`config.mk`:
```
export PLATFORM = sky130hd
export DESIGN_NAME = pdsr_top
export DESIGN_NICKNAME = d
export VERILOG_FILES = /design/src/pkg/pdsr_pkg.sv /design/src/logic/pdsr_top.sv
export SDC_FILE = /design/constraint.sdc
export NUM_CORES = 1
export LEC_CHECK = 0
export ABC_AREA = 1
export BUFFER_PORTS_ARGS = -buffer_cell sky130_fd_sc_hd__buf_2
export CORE_MARGIN = 3
export CORE_UTILIZATION = 30
export DETAILED_ROUTE_END_ITERATION = 10
export GPL_ROUTABILITY_DRIVEN = 0
export PLACE_DENSITY = 0.59
export SLEW_MARGIN = 10
export SYNTH_ARGS = -nofsm -noshare
export SYNTH_HDL_FRONTEND = slang
export SYNTH_SLANG_ARGS = --single-unit
```
`constraint.sdc`:
```
create_clock -name sys_clk -period 1.6 [get_ports sys_clk]
set_clock_uncertainty 0.2 [all_clocks]
set_input_delay 0.08 -clock sys_clk [delete_from_list [all_inputs] [get_ports sys_clk]]
set_output_delay 0.08 -clock sys_clk [all_outputs]
set_load 0.02 [all_outputs]
```
`src/pkg/pdsr_pkg.sv`:
```
package pdsr_pkg;
  // register map
  localparam logic [7:0] ADDR_STOP_RECOVERY = 8'h0b;
  localparam logic [7:0] ADDR_PD_STATUS     = 8'h0c;
  localparam logic [7:0] ADDR_PD_CONTROL    = 8'h0d;
  // stop_recovery_config fields
  localparam int         BIT_DIV16    = 0;
  localparam int         BIT_NODIV2   = 1;
  localparam int         BIT_SRC_LO   = 2;
  localparam int         BIT_DELAY_EN = 5;
  localparam int         BIT_WAKE_POL = 6;
  localparam int         BIT_WARM     = 7;
  localparam logic [6:0] SRC_CFG_POR_RESET = 7'h20;
  // opcodes
  localparam logic [7:0] OP_NO_OP = 8'hff;
  localparam logic [7:0] OP_IDLE  = 8'h7f;
  localparam logic [7:0] OP_DEEP  = 8'h6f;
  localparam logic [15:0] RESTART_ADDR = 16'h000c;
  // wake source codes
  localparam logic [2:0] SRC_RESET_ONLY = 3'h0;
  localparam logic [2:0] SRC_P30        = 3'h1;
  localparam logic [2:0] SRC_P31        = 3'h2;
  localparam logic [2:0] SRC_P32        = 3'h3;
  localparam logic [2:0] SRC_P33        = 3'h4;
  localparam logic [2:0] SRC_P27        = 3'h5;
  localparam logic [2:0] SRC_NOR_LO     = 3'h6;
  localparam logic [2:0] SRC_NOR_ALL    = 3'h7;
  // timing
  localparam int CLK_PERIOD_NS   = 10;
  localparam int RESET_DELAY_NS  = 20000;
  localparam int RESET_DELAY_CYC =
    (RESET_DELAY_NS + CLK_PERIOD_NS - 1) / CLK_PERIOD_NS;
  localparam int DEEP_WDT_NS     = 40000;
  localparam int DEEP_WDT_CYC    = DEEP_WDT_NS / CLK_PERIOD_NS;
  localparam int WAKE_MIN_TPC    = 5;

  typedef enum logic [1:0] {PDSR_RUN, PDSR_IDLE, PDSR_DEEP, PDSR_WAKE}
    pdsr_mode_e;

  // register port request
  typedef struct packed {
    logic [7:0] addr;
    logic [7:0] wdata;
    logic       wr;
    logic       rd;
  } pdsr_req_s;

  // wake pins
  typedef struct packed {
    logic [7:0] port2;
    logic [3:0] port3;
  } pdsr_pins_s;
endpackage

```
`src/logic/pdsr_top.sv`:
```
// Notes on behaviour
// - idle gates cpu clock, timer keeps running
// - opcode 7f after ff enters idle
// - any interrupt ends idle, resume next
// - reset or watchdog ends idle, restart 000c
// - divider bits rewritable during idle, immediate
// - deep mode stops oscillator and system clock
// - opcode 6f after ff enters deep
// - deep exits only via reset, restart 000c
// - enabled watchdog resets after fixed deep time
// - simple variant: low port2_bit7 wakes
// - wake reset loads alternate register values
// - config at 0b, bit 7 read only
// - bit 0 inserts divide by 16
// - bit 1 selects divide by two or not
// - bits 4:2 select wake source
// - bit 5 inserts reset delay, resets 1
// - bit 6 wake polarity, cleared at reset
// - bit 7 cold zero, warm one
`timescale 1ns/10ps
`default_nettype none
module pdsr_top #(
  parameter int RESET_DELAY_CYC = pdsr_pkg::RESET_DELAY_CYC,
  parameter int DEEP_WDT_CYC    = pdsr_pkg::DEEP_WDT_CYC,
  parameter bit SIMPLE_WAKE     = 1'b0
) (
  input  wire logic              sys_clk,
  input  wire logic              rst_n,
  input  wire pdsr_pkg::pdsr_req_s reg_req,
  output logic [7:0]             reg_rdata,
  input  wire logic [7:0]        opcode,
  input  wire logic              opcode_valid,
  input  wire logic              irq_any,
  input  wire logic              reset_pin_n,
  input  wire logic              wdt_timeout,
  input  wire pdsr_pkg::pdsr_pins_s wake_pins,
  output logic                   cpu_clk_en,
  output logic                   timer_clk_en,
  output logic                   osc_run,
  output logic                   core_reset,
  output logic [15:0]            restart_addr,
  output logic                   resume_next,
  output logic                   alt_reset_vals
);
  // ==========================================================
  // registers
  pdsr_pkg::pdsr_mode_e mode_q;
  logic [6:0]  cfg_q;
  logic        warm_q;
  logic        deep_wdt_en_q;
  logic        prev_nop_q;
  logic [15:0] delay_cnt_q;
  logic [31:0] wdt_cnt_q;
  logic [4:0]  div_cnt_q;
  logic [2:0]  wake_run_q;
  logic        alt_q;
  logic        ext_reset;
  logic        wake_lvl;
  logic        wake_raw;
  logic        tick;
  logic        enter_idle;
  logic        enter_deep;
  logic        wdt_fire;

  assign ext_reset = !reset_pin_n || wdt_timeout;
  assign enter_idle = opcode_valid && opcode == pdsr_pkg::OP_IDLE
                      && prev_nop_q && mode_q == pdsr_pkg::PDSR_RUN;
  assign enter_deep = opcode_valid && opcode == pdsr_pkg::OP_DEEP
                      && prev_nop_q && mode_q == pdsr_pkg::PDSR_RUN;

  // ==========================================================
  // wake source select
  // source decode
  always_comb begin
    case (cfg_q[4:2])
      pdsr_pkg::SRC_P30:     wake_raw = wake_pins.port3[0];
      pdsr_pkg::SRC_P31:     wake_raw = wake_pins.port3[1];
      pdsr_pkg::SRC_P32:     wake_raw = wake_pins.port3[2];
      pdsr_pkg::SRC_P33:     wake_raw = wake_pins.port3[3];
      pdsr_pkg::SRC_P27:     wake_raw = wake_pins.port2[7];
      pdsr_pkg::SRC_NOR_LO:  wake_raw = ~|wake_pins.port2[3:0];
      pdsr_pkg::SRC_NOR_ALL: wake_raw = ~|wake_pins.port2;
      default:               wake_raw = 1'b0;
    endcase
  end
  always_comb begin
    if (SIMPLE_WAKE) begin
      wake_lvl = !wake_pins.port2[7];
    end else if (cfg_q[4:2] == pdsr_pkg::SRC_RESET_ONLY) begin
      wake_lvl = 1'b0;
    end else begin
      wake_lvl = cfg_q[pdsr_pkg::BIT_WAKE_POL] ? wake_raw : !wake_raw;
    end
  end

  // ==========================================================
  // no_op tracker
  always_ff @(posedge sys_clk or negedge rst_n) begin
    if (!rst_n) begin
      prev_nop_q <= 1'b0;
    end else if (opcode_valid) begin
      prev_nop_q <= opcode == pdsr_pkg::OP_NO_OP;
    end
  end

  // ==========================================================
  // wake qualification count
  // fast wake needs five clocks
  always_ff @(posedge sys_clk or negedge rst_n) begin
    if (!rst_n) begin
      wake_run_q <= 3'h0;
    end else if (mode_q != pdsr_pkg::PDSR_DEEP || !wake_lvl) begin
      wake_run_q <= 3'h0;
    end else if (wake_run_q != 3'(pdsr_pkg::WAKE_MIN_TPC)) begin
      wake_run_q <= wake_run_q + 3'h1;
    end
  end

  // deep watchdog counter
  // fixed time after entry
  always_ff @(posedge sys_clk or negedge rst_n) begin
    if (!rst_n) begin
      wdt_cnt_q <= 32'h0;
    end else if (mode_q != pdsr_pkg::PDSR_DEEP) begin
      wdt_cnt_q <= 32'h0;
    end else if (deep_wdt_en_q) begin
      wdt_cnt_q <= wdt_cnt_q + 32'h1;
    end
  end
  assign wdt_fire = deep_wdt_en_q && mode_q == pdsr_pkg::PDSR_DEEP
                    && wdt_cnt_q == 32'(DEEP_WDT_CYC - 1);

  // ==========================================================
  // mode machine
  always_ff @(posedge sys_clk or negedge rst_n) begin
    if (!rst_n) begin
      mode_q      <= pdsr_pkg::PDSR_RUN;
      delay_cnt_q <= 16'h0;
      warm_q      <= 1'b0;
      alt_q       <= 1'b0;
    end else begin
      case (mode_q)
        pdsr_pkg::PDSR_RUN: begin
          if (ext_reset) begin
            warm_q <= 1'b0;
            alt_q  <= 1'b0;
          end else if (enter_idle) begin
            mode_q <= pdsr_pkg::PDSR_IDLE;
          end else if (enter_deep) begin
            mode_q <= pdsr_pkg::PDSR_DEEP;
          end
        end
        pdsr_pkg::PDSR_IDLE: begin
          if (ext_reset) begin
            mode_q <= pdsr_pkg::PDSR_RUN;
            warm_q <= 1'b0;
            alt_q  <= 1'b0;
          end else if (irq_any) begin
            mode_q <= pdsr_pkg::PDSR_RUN;
          end
        end
        pdsr_pkg::PDSR_DEEP: begin
          if (!reset_pin_n) begin
            mode_q <= pdsr_pkg::PDSR_RUN;
            warm_q <= 1'b0;
            alt_q  <= 1'b0;
          end else if (wdt_fire || wdt_timeout) begin
            mode_q <= pdsr_pkg::PDSR_RUN;
            warm_q <= 1'b0;
            alt_q  <= 1'b1;
          end else if (wake_run_q == 3'(pdsr_pkg::WAKE_MIN_TPC)) begin
            warm_q <= 1'b1;
            alt_q  <= 1'b1;
            if (cfg_q[pdsr_pkg::BIT_DELAY_EN]) begin
              mode_q      <= pdsr_pkg::PDSR_WAKE;
              delay_cnt_q <= 16'(RESET_DELAY_CYC - 1);
            end else begin
              mode_q <= pdsr_pkg::PDSR_RUN;
            end
          end
        end
        pdsr_pkg::PDSR_WAKE: begin
          if (delay_cnt_q == 16'h0) begin
            mode_q <= pdsr_pkg::PDSR_RUN;
          end else begin
            delay_cnt_q <= delay_cnt_q - 16'h1;
          end
        end
        default: mode_q <= pdsr_pkg::PDSR_RUN;
      endcase
    end
  end

  // ==========================================================
  // config register writes
  always_ff @(posedge sys_clk or negedge rst_n) begin
    if (!rst_n) begin
      cfg_q         <= pdsr_pkg::SRC_CFG_POR_RESET;
      deep_wdt_en_q <= 1'b0;
    end else if (mode_q == pdsr_pkg::PDSR_DEEP
                 && wake_run_q == 3'(pdsr_pkg::WAKE_MIN_TPC)
                 && reset_pin_n && !wdt_timeout && !wdt_fire) begin
      // wake reset keeps source setup, divider defaults
      cfg_q[1:0] <= 2'h0;
    end else if (reg_req.wr) begin
      // divider bits take effect at once, even in idle
      if (reg_req.addr == pdsr_pkg::ADDR_STOP_RECOVERY) begin
        cfg_q <= reg_req.wdata[6:0];
      end
      if (reg_req.addr == pdsr_pkg::ADDR_PD_CONTROL) begin
        deep_wdt_en_q <= reg_req.wdata[0];
      end
    end
  end

  // read port: config bits 6:0 write only, bit 7 gives warm flag, other bits read zero
  always_ff @(posedge sys_clk or negedge rst_n) begin
    if (!rst_n) begin
      reg_rdata <= 8'h00;
    end else if (reg_req.rd) begin
      case (reg_req.addr)
        pdsr_pkg::ADDR_STOP_RECOVERY: reg_rdata <= {warm_q, 7'h00};
        pdsr_pkg::ADDR_PD_STATUS:     reg_rdata <= {6'h00, mode_q};
        pdsr_pkg::ADDR_PD_CONTROL:    reg_rdata <= {7'h00, deep_wdt_en_q};
        default:                      reg_rdata <= 8'h00;
      endcase
    end else begin
      reg_rdata <= 8'h00;
    end
  end

  // ==========================================================
  // clock divider ticks
  // divide by 16, divide by two
  always_ff @(posedge sys_clk or negedge rst_n) begin
    if (!rst_n) begin
      div_cnt_q <= 5'h00;
    end else if (mode_q == pdsr_pkg::PDSR_DEEP) begin
      div_cnt_q <= 5'h00;
    end else begin
      div_cnt_q <= div_cnt_q + 5'h01;
    end
  end
  // divide by two then by 16 when both apply
  always_comb begin
    case (cfg_q[1:0])
      2'h0:    tick = div_cnt_q[0] == 1'b1;
      2'h2:    tick = 1'b1;
      2'h1:    tick = div_cnt_q == 5'h1f;
      default: tick = div_cnt_q[3:0] == 4'hf;
    endcase
  end
  // enables change only at edges, so no runt pulses
  always_ff @(posedge sys_clk or negedge rst_n) begin
    if (!rst_n) begin
      cpu_clk_en   <= 1'b0;
      timer_clk_en <= 1'b0;
      osc_run      <= 1'b1;
    end else begin
      cpu_clk_en   <= tick && mode_q == pdsr_pkg::PDSR_RUN;
      timer_clk_en <= tick && (mode_q == pdsr_pkg::PDSR_RUN
                               || mode_q == pdsr_pkg::PDSR_IDLE);
      osc_run      <= mode_q != pdsr_pkg::PDSR_DEEP;
    end
  end

  // ==========================================================
  // core restart outputs
  // restart vector
  always_ff @(posedge sys_clk or negedge rst_n) begin
    if (!rst_n) begin
      core_reset     <= 1'b1;
      restart_addr   <= pdsr_pkg::RESTART_ADDR;
      resume_next    <= 1'b0;
      alt_reset_vals <= 1'b0;
    end else begin
      core_reset     <= mode_q == pdsr_pkg::PDSR_WAKE || ext_reset
                        || mode_q == pdsr_pkg::PDSR_DEEP;
      restart_addr   <= pdsr_pkg::RESTART_ADDR;
      resume_next    <= mode_q == pdsr_pkg::PDSR_IDLE && irq_any
                        && !ext_reset;
      alt_reset_vals <= alt_q;
    end
  end
endmodule
`default_nettype wire

```
==> metrics.txt <==
worst IR drop on VDD 626 uV; final hold vios 0; clk sinks 78; EDFF count, synth 0; Setup WS post-layout -270 ps; worst-path cell chain ha_2, nand2_2, nor2_4, nand2_1, nor2_2, nand3_2, buf_6, nand4_1, nand2_2, inv_1, nand2_1, nand2_1; dpl ws -291 ps; Routed WL per cell 11.7 um; die area 17300 sq um; most frequent cells in the layout 155 x nand2_1, 136 x buf_4, 75 x dfrtp_1, 73 x inv_1, 62 x nor2_1; pin count of the biggest net entering global routing 79; Placed Cells 1065; Fillers 1491; nets 957; crit path launch type flop; maxcap violations 0; worst min-delay path class primary input to flop; FFs w/ async S/R, synth 1.00; total number of vias 5050; vias in the first global route 4917; total CTS buffers 9; share of the yosys chip area belonging to registers 0.413; Root Driver clkbuf_16; via-per-instance ratio 4.50; #FFs+latches synth 78; n_diodes 0; CTS tree built; core outline area 15300 sq um; cell taking the most area after synthesis dfrtp_1; syn_area_per_cell 7.06 sq um; RSZ-0062 raised after global routing yes; top_reg_cell synth dfrtp_1; crit path DAT 1950 ps; Worst-Skew Late Latency 350 ps; layout cells sized above 1 0.401; Synth-to-Final Area Change 58.3%; synthesized area 4740 sq um; count of input and output buffers 51; warning count from the yosys run 0; Crit path top cell by count nand2_1; IO Pins 74; fmax 0.535 GHz; Post-Syn Instances 671; Critical Path RT 1680 ps; count of final setup violators 48; WL final 13.1 mm; GRT Total Usage 0.155; design area 7500 sq um; # H-tree levels 3; Pins Over Slew Limit 0; Rows 45; Placed Area 6280 sq um; LEAKAGE 3.73 nW; Setup crit end kind flop; Die Ht 132 um; Die X-Extent 132 um; failing checks setup timing; Unique masters post-synth 36; Yosys top cell area share 0.396; HPWL after DPL 9.31 mm; initial antenna violation count 0; Max Fanout on Critical Path 3; Congestion Overflow GR 0; Post-Layout Cell Count 1122; Starting Density 0.309; first-pass GRT wire length 22.2 mm; final core occ 0.490; post-route minimum period 1870 ps; critical path's largest stage delay 370 ps; clock-pin slew on the worst setup and hold paths 70 ps; # DRC 0; slowest CP cell dfrtp_1; commonest non-fill, non-tap cell in the layout nand2_1; period utilization 1.17; drt first pass iters 4; top cells by area, synth dfrtp_1 40%, nand2_1 15%, nor2_1 7.2%; clock buffer depth 2; status complete, but fails checks; Starting DRT DRC Count 223; PwrDens 920 nW/um^2; post-route ant nets 0; CP Class flop to flop
==> metal layers <==
layer,GRT usage,wire length (um)
met5,0,0
met4,0.0467,211
met3,0.0325,479
met2,0.264,6550
met1,0.196,5890
==> power breakdown <==
| group | switching [mW] | leakage (nW) | internal (mW) |
|---|---|---|---|
| sequential | 0.175 | 1.02 | 2.27 |
| clock | 0.947 | 0.141 | 1.09 |
| combinational | 1.31 | 2.57 | 1.10 |
| total | 2.43 | 3.73 | 4.47 |
==> final cells by class <==
cell class | count | area, sq um | area share
Multi-Input combinational cell | 502 | 2880 | 0.384
Sequential cell | 78 | 1960 | 0.261
Timing Repair Buffer | 232 | 1790 | 0.239
Inverter | 83 | 312 | 0.0415
Tap cell | 211 | 264 | 0.0352
Clock buffer | 9 | 225 | 0.0300
Clock inverter | 7 | 65.1 | 0.00868
==> through the flow <==
stage | hold slack (ps) | power (mW) | TNS, ps
after global placement | -58.3 | 4.63 | -8290
after CTS | 69.5 | 6.84 | -7420
after global routing | 129 | 7.34 | -15090
after detailed placement | -58.5 | 4.66 | -8950
final | 70.4 | 6.90 | -8340
after floorplan | -416 | 3.65 | -2160
==> final timing paths <==
kind	startpoint	to	slack (ps)	cells after the start
max	wdt_cnt_q[0]	mode_q[0]	-270	12
min	wake_pins[4]	wake_run_q[0]	70	7
max reg2reg	wdt_cnt_q[0]	mode_q[0]	-270	12
min reg2reg	alt_q	alt_reset_vals	200	0
max in group asynchronous	rst_n	cfg_q[5]	740	3
min in group asynchronous	rst_n	delay_cnt_q[15]	90	3
==> synthesized netlist by cell type (3+ instances only) <==
master,instances
dfrtp_1,75
inv_2,3
xnor2_1,4
nand3b_1,4
dfstp_2,3
nand4_1,11
nor4_1,5
nand2_4,3
nor2_1,91
nand3_1,63
nand2_2,12
nor3_1,16
inv_1,80
buf_4,22
nand2_1,183
o21ai_0,37
a21oi_1,23
ha_1,7
or2_2,3
==> logic make-up (layout without fill, tap and decap cells) <==
kind of cell,count (synthesis),in the layout,share of synthesized area
compound gates,67,67,0.0745
xor+xnor,6,6,0.0111
fa+ha+maj,7,7,0.0185
buf+inv,110,331,0.109
flops,78,78,0.413
other cells,2,21,0.00159
simple gates,401,401,0.373
==> worst max-delay path: cells and delay by family, from the launching register on <==
family,cells,cell delay (ps)
buffers and inverters,2,230
flip-flops,1,370
AND/OR/NAND/NOR,9,810
adder cells (fa/ha/maj),1,200
==> sequential cells by signal (all words and copies together), names as in the netlist <==
register,count
wdt_cnt_q,32
delay_cnt_q,16
cfg_q,7
div_cnt_q,5
reg_rdata,3
wake_run_q,3
mode_q,2
alt_q,1
alt_reset_vals,1
core_reset,1
cpu_clk_en,1
deep_wdt_en_q,1
osc_run,1
prev_nop_q,1
resume_next,1
timer_clk_en,1
warm_q,1
==> what timing repair did <==
| item | CTS | global route |
|---|---|---|
| resized for setup | 74 | 91 |
| hold endpoints to repair | 96 | 2 |
| buffers inserted | 13 | 13 |
| pin swaps | 42 | 41 |
| hold buffers | 24 | 1 |
| setup endpoints to repair | 56 | 61 |
(Power assumes the default switching activity.)
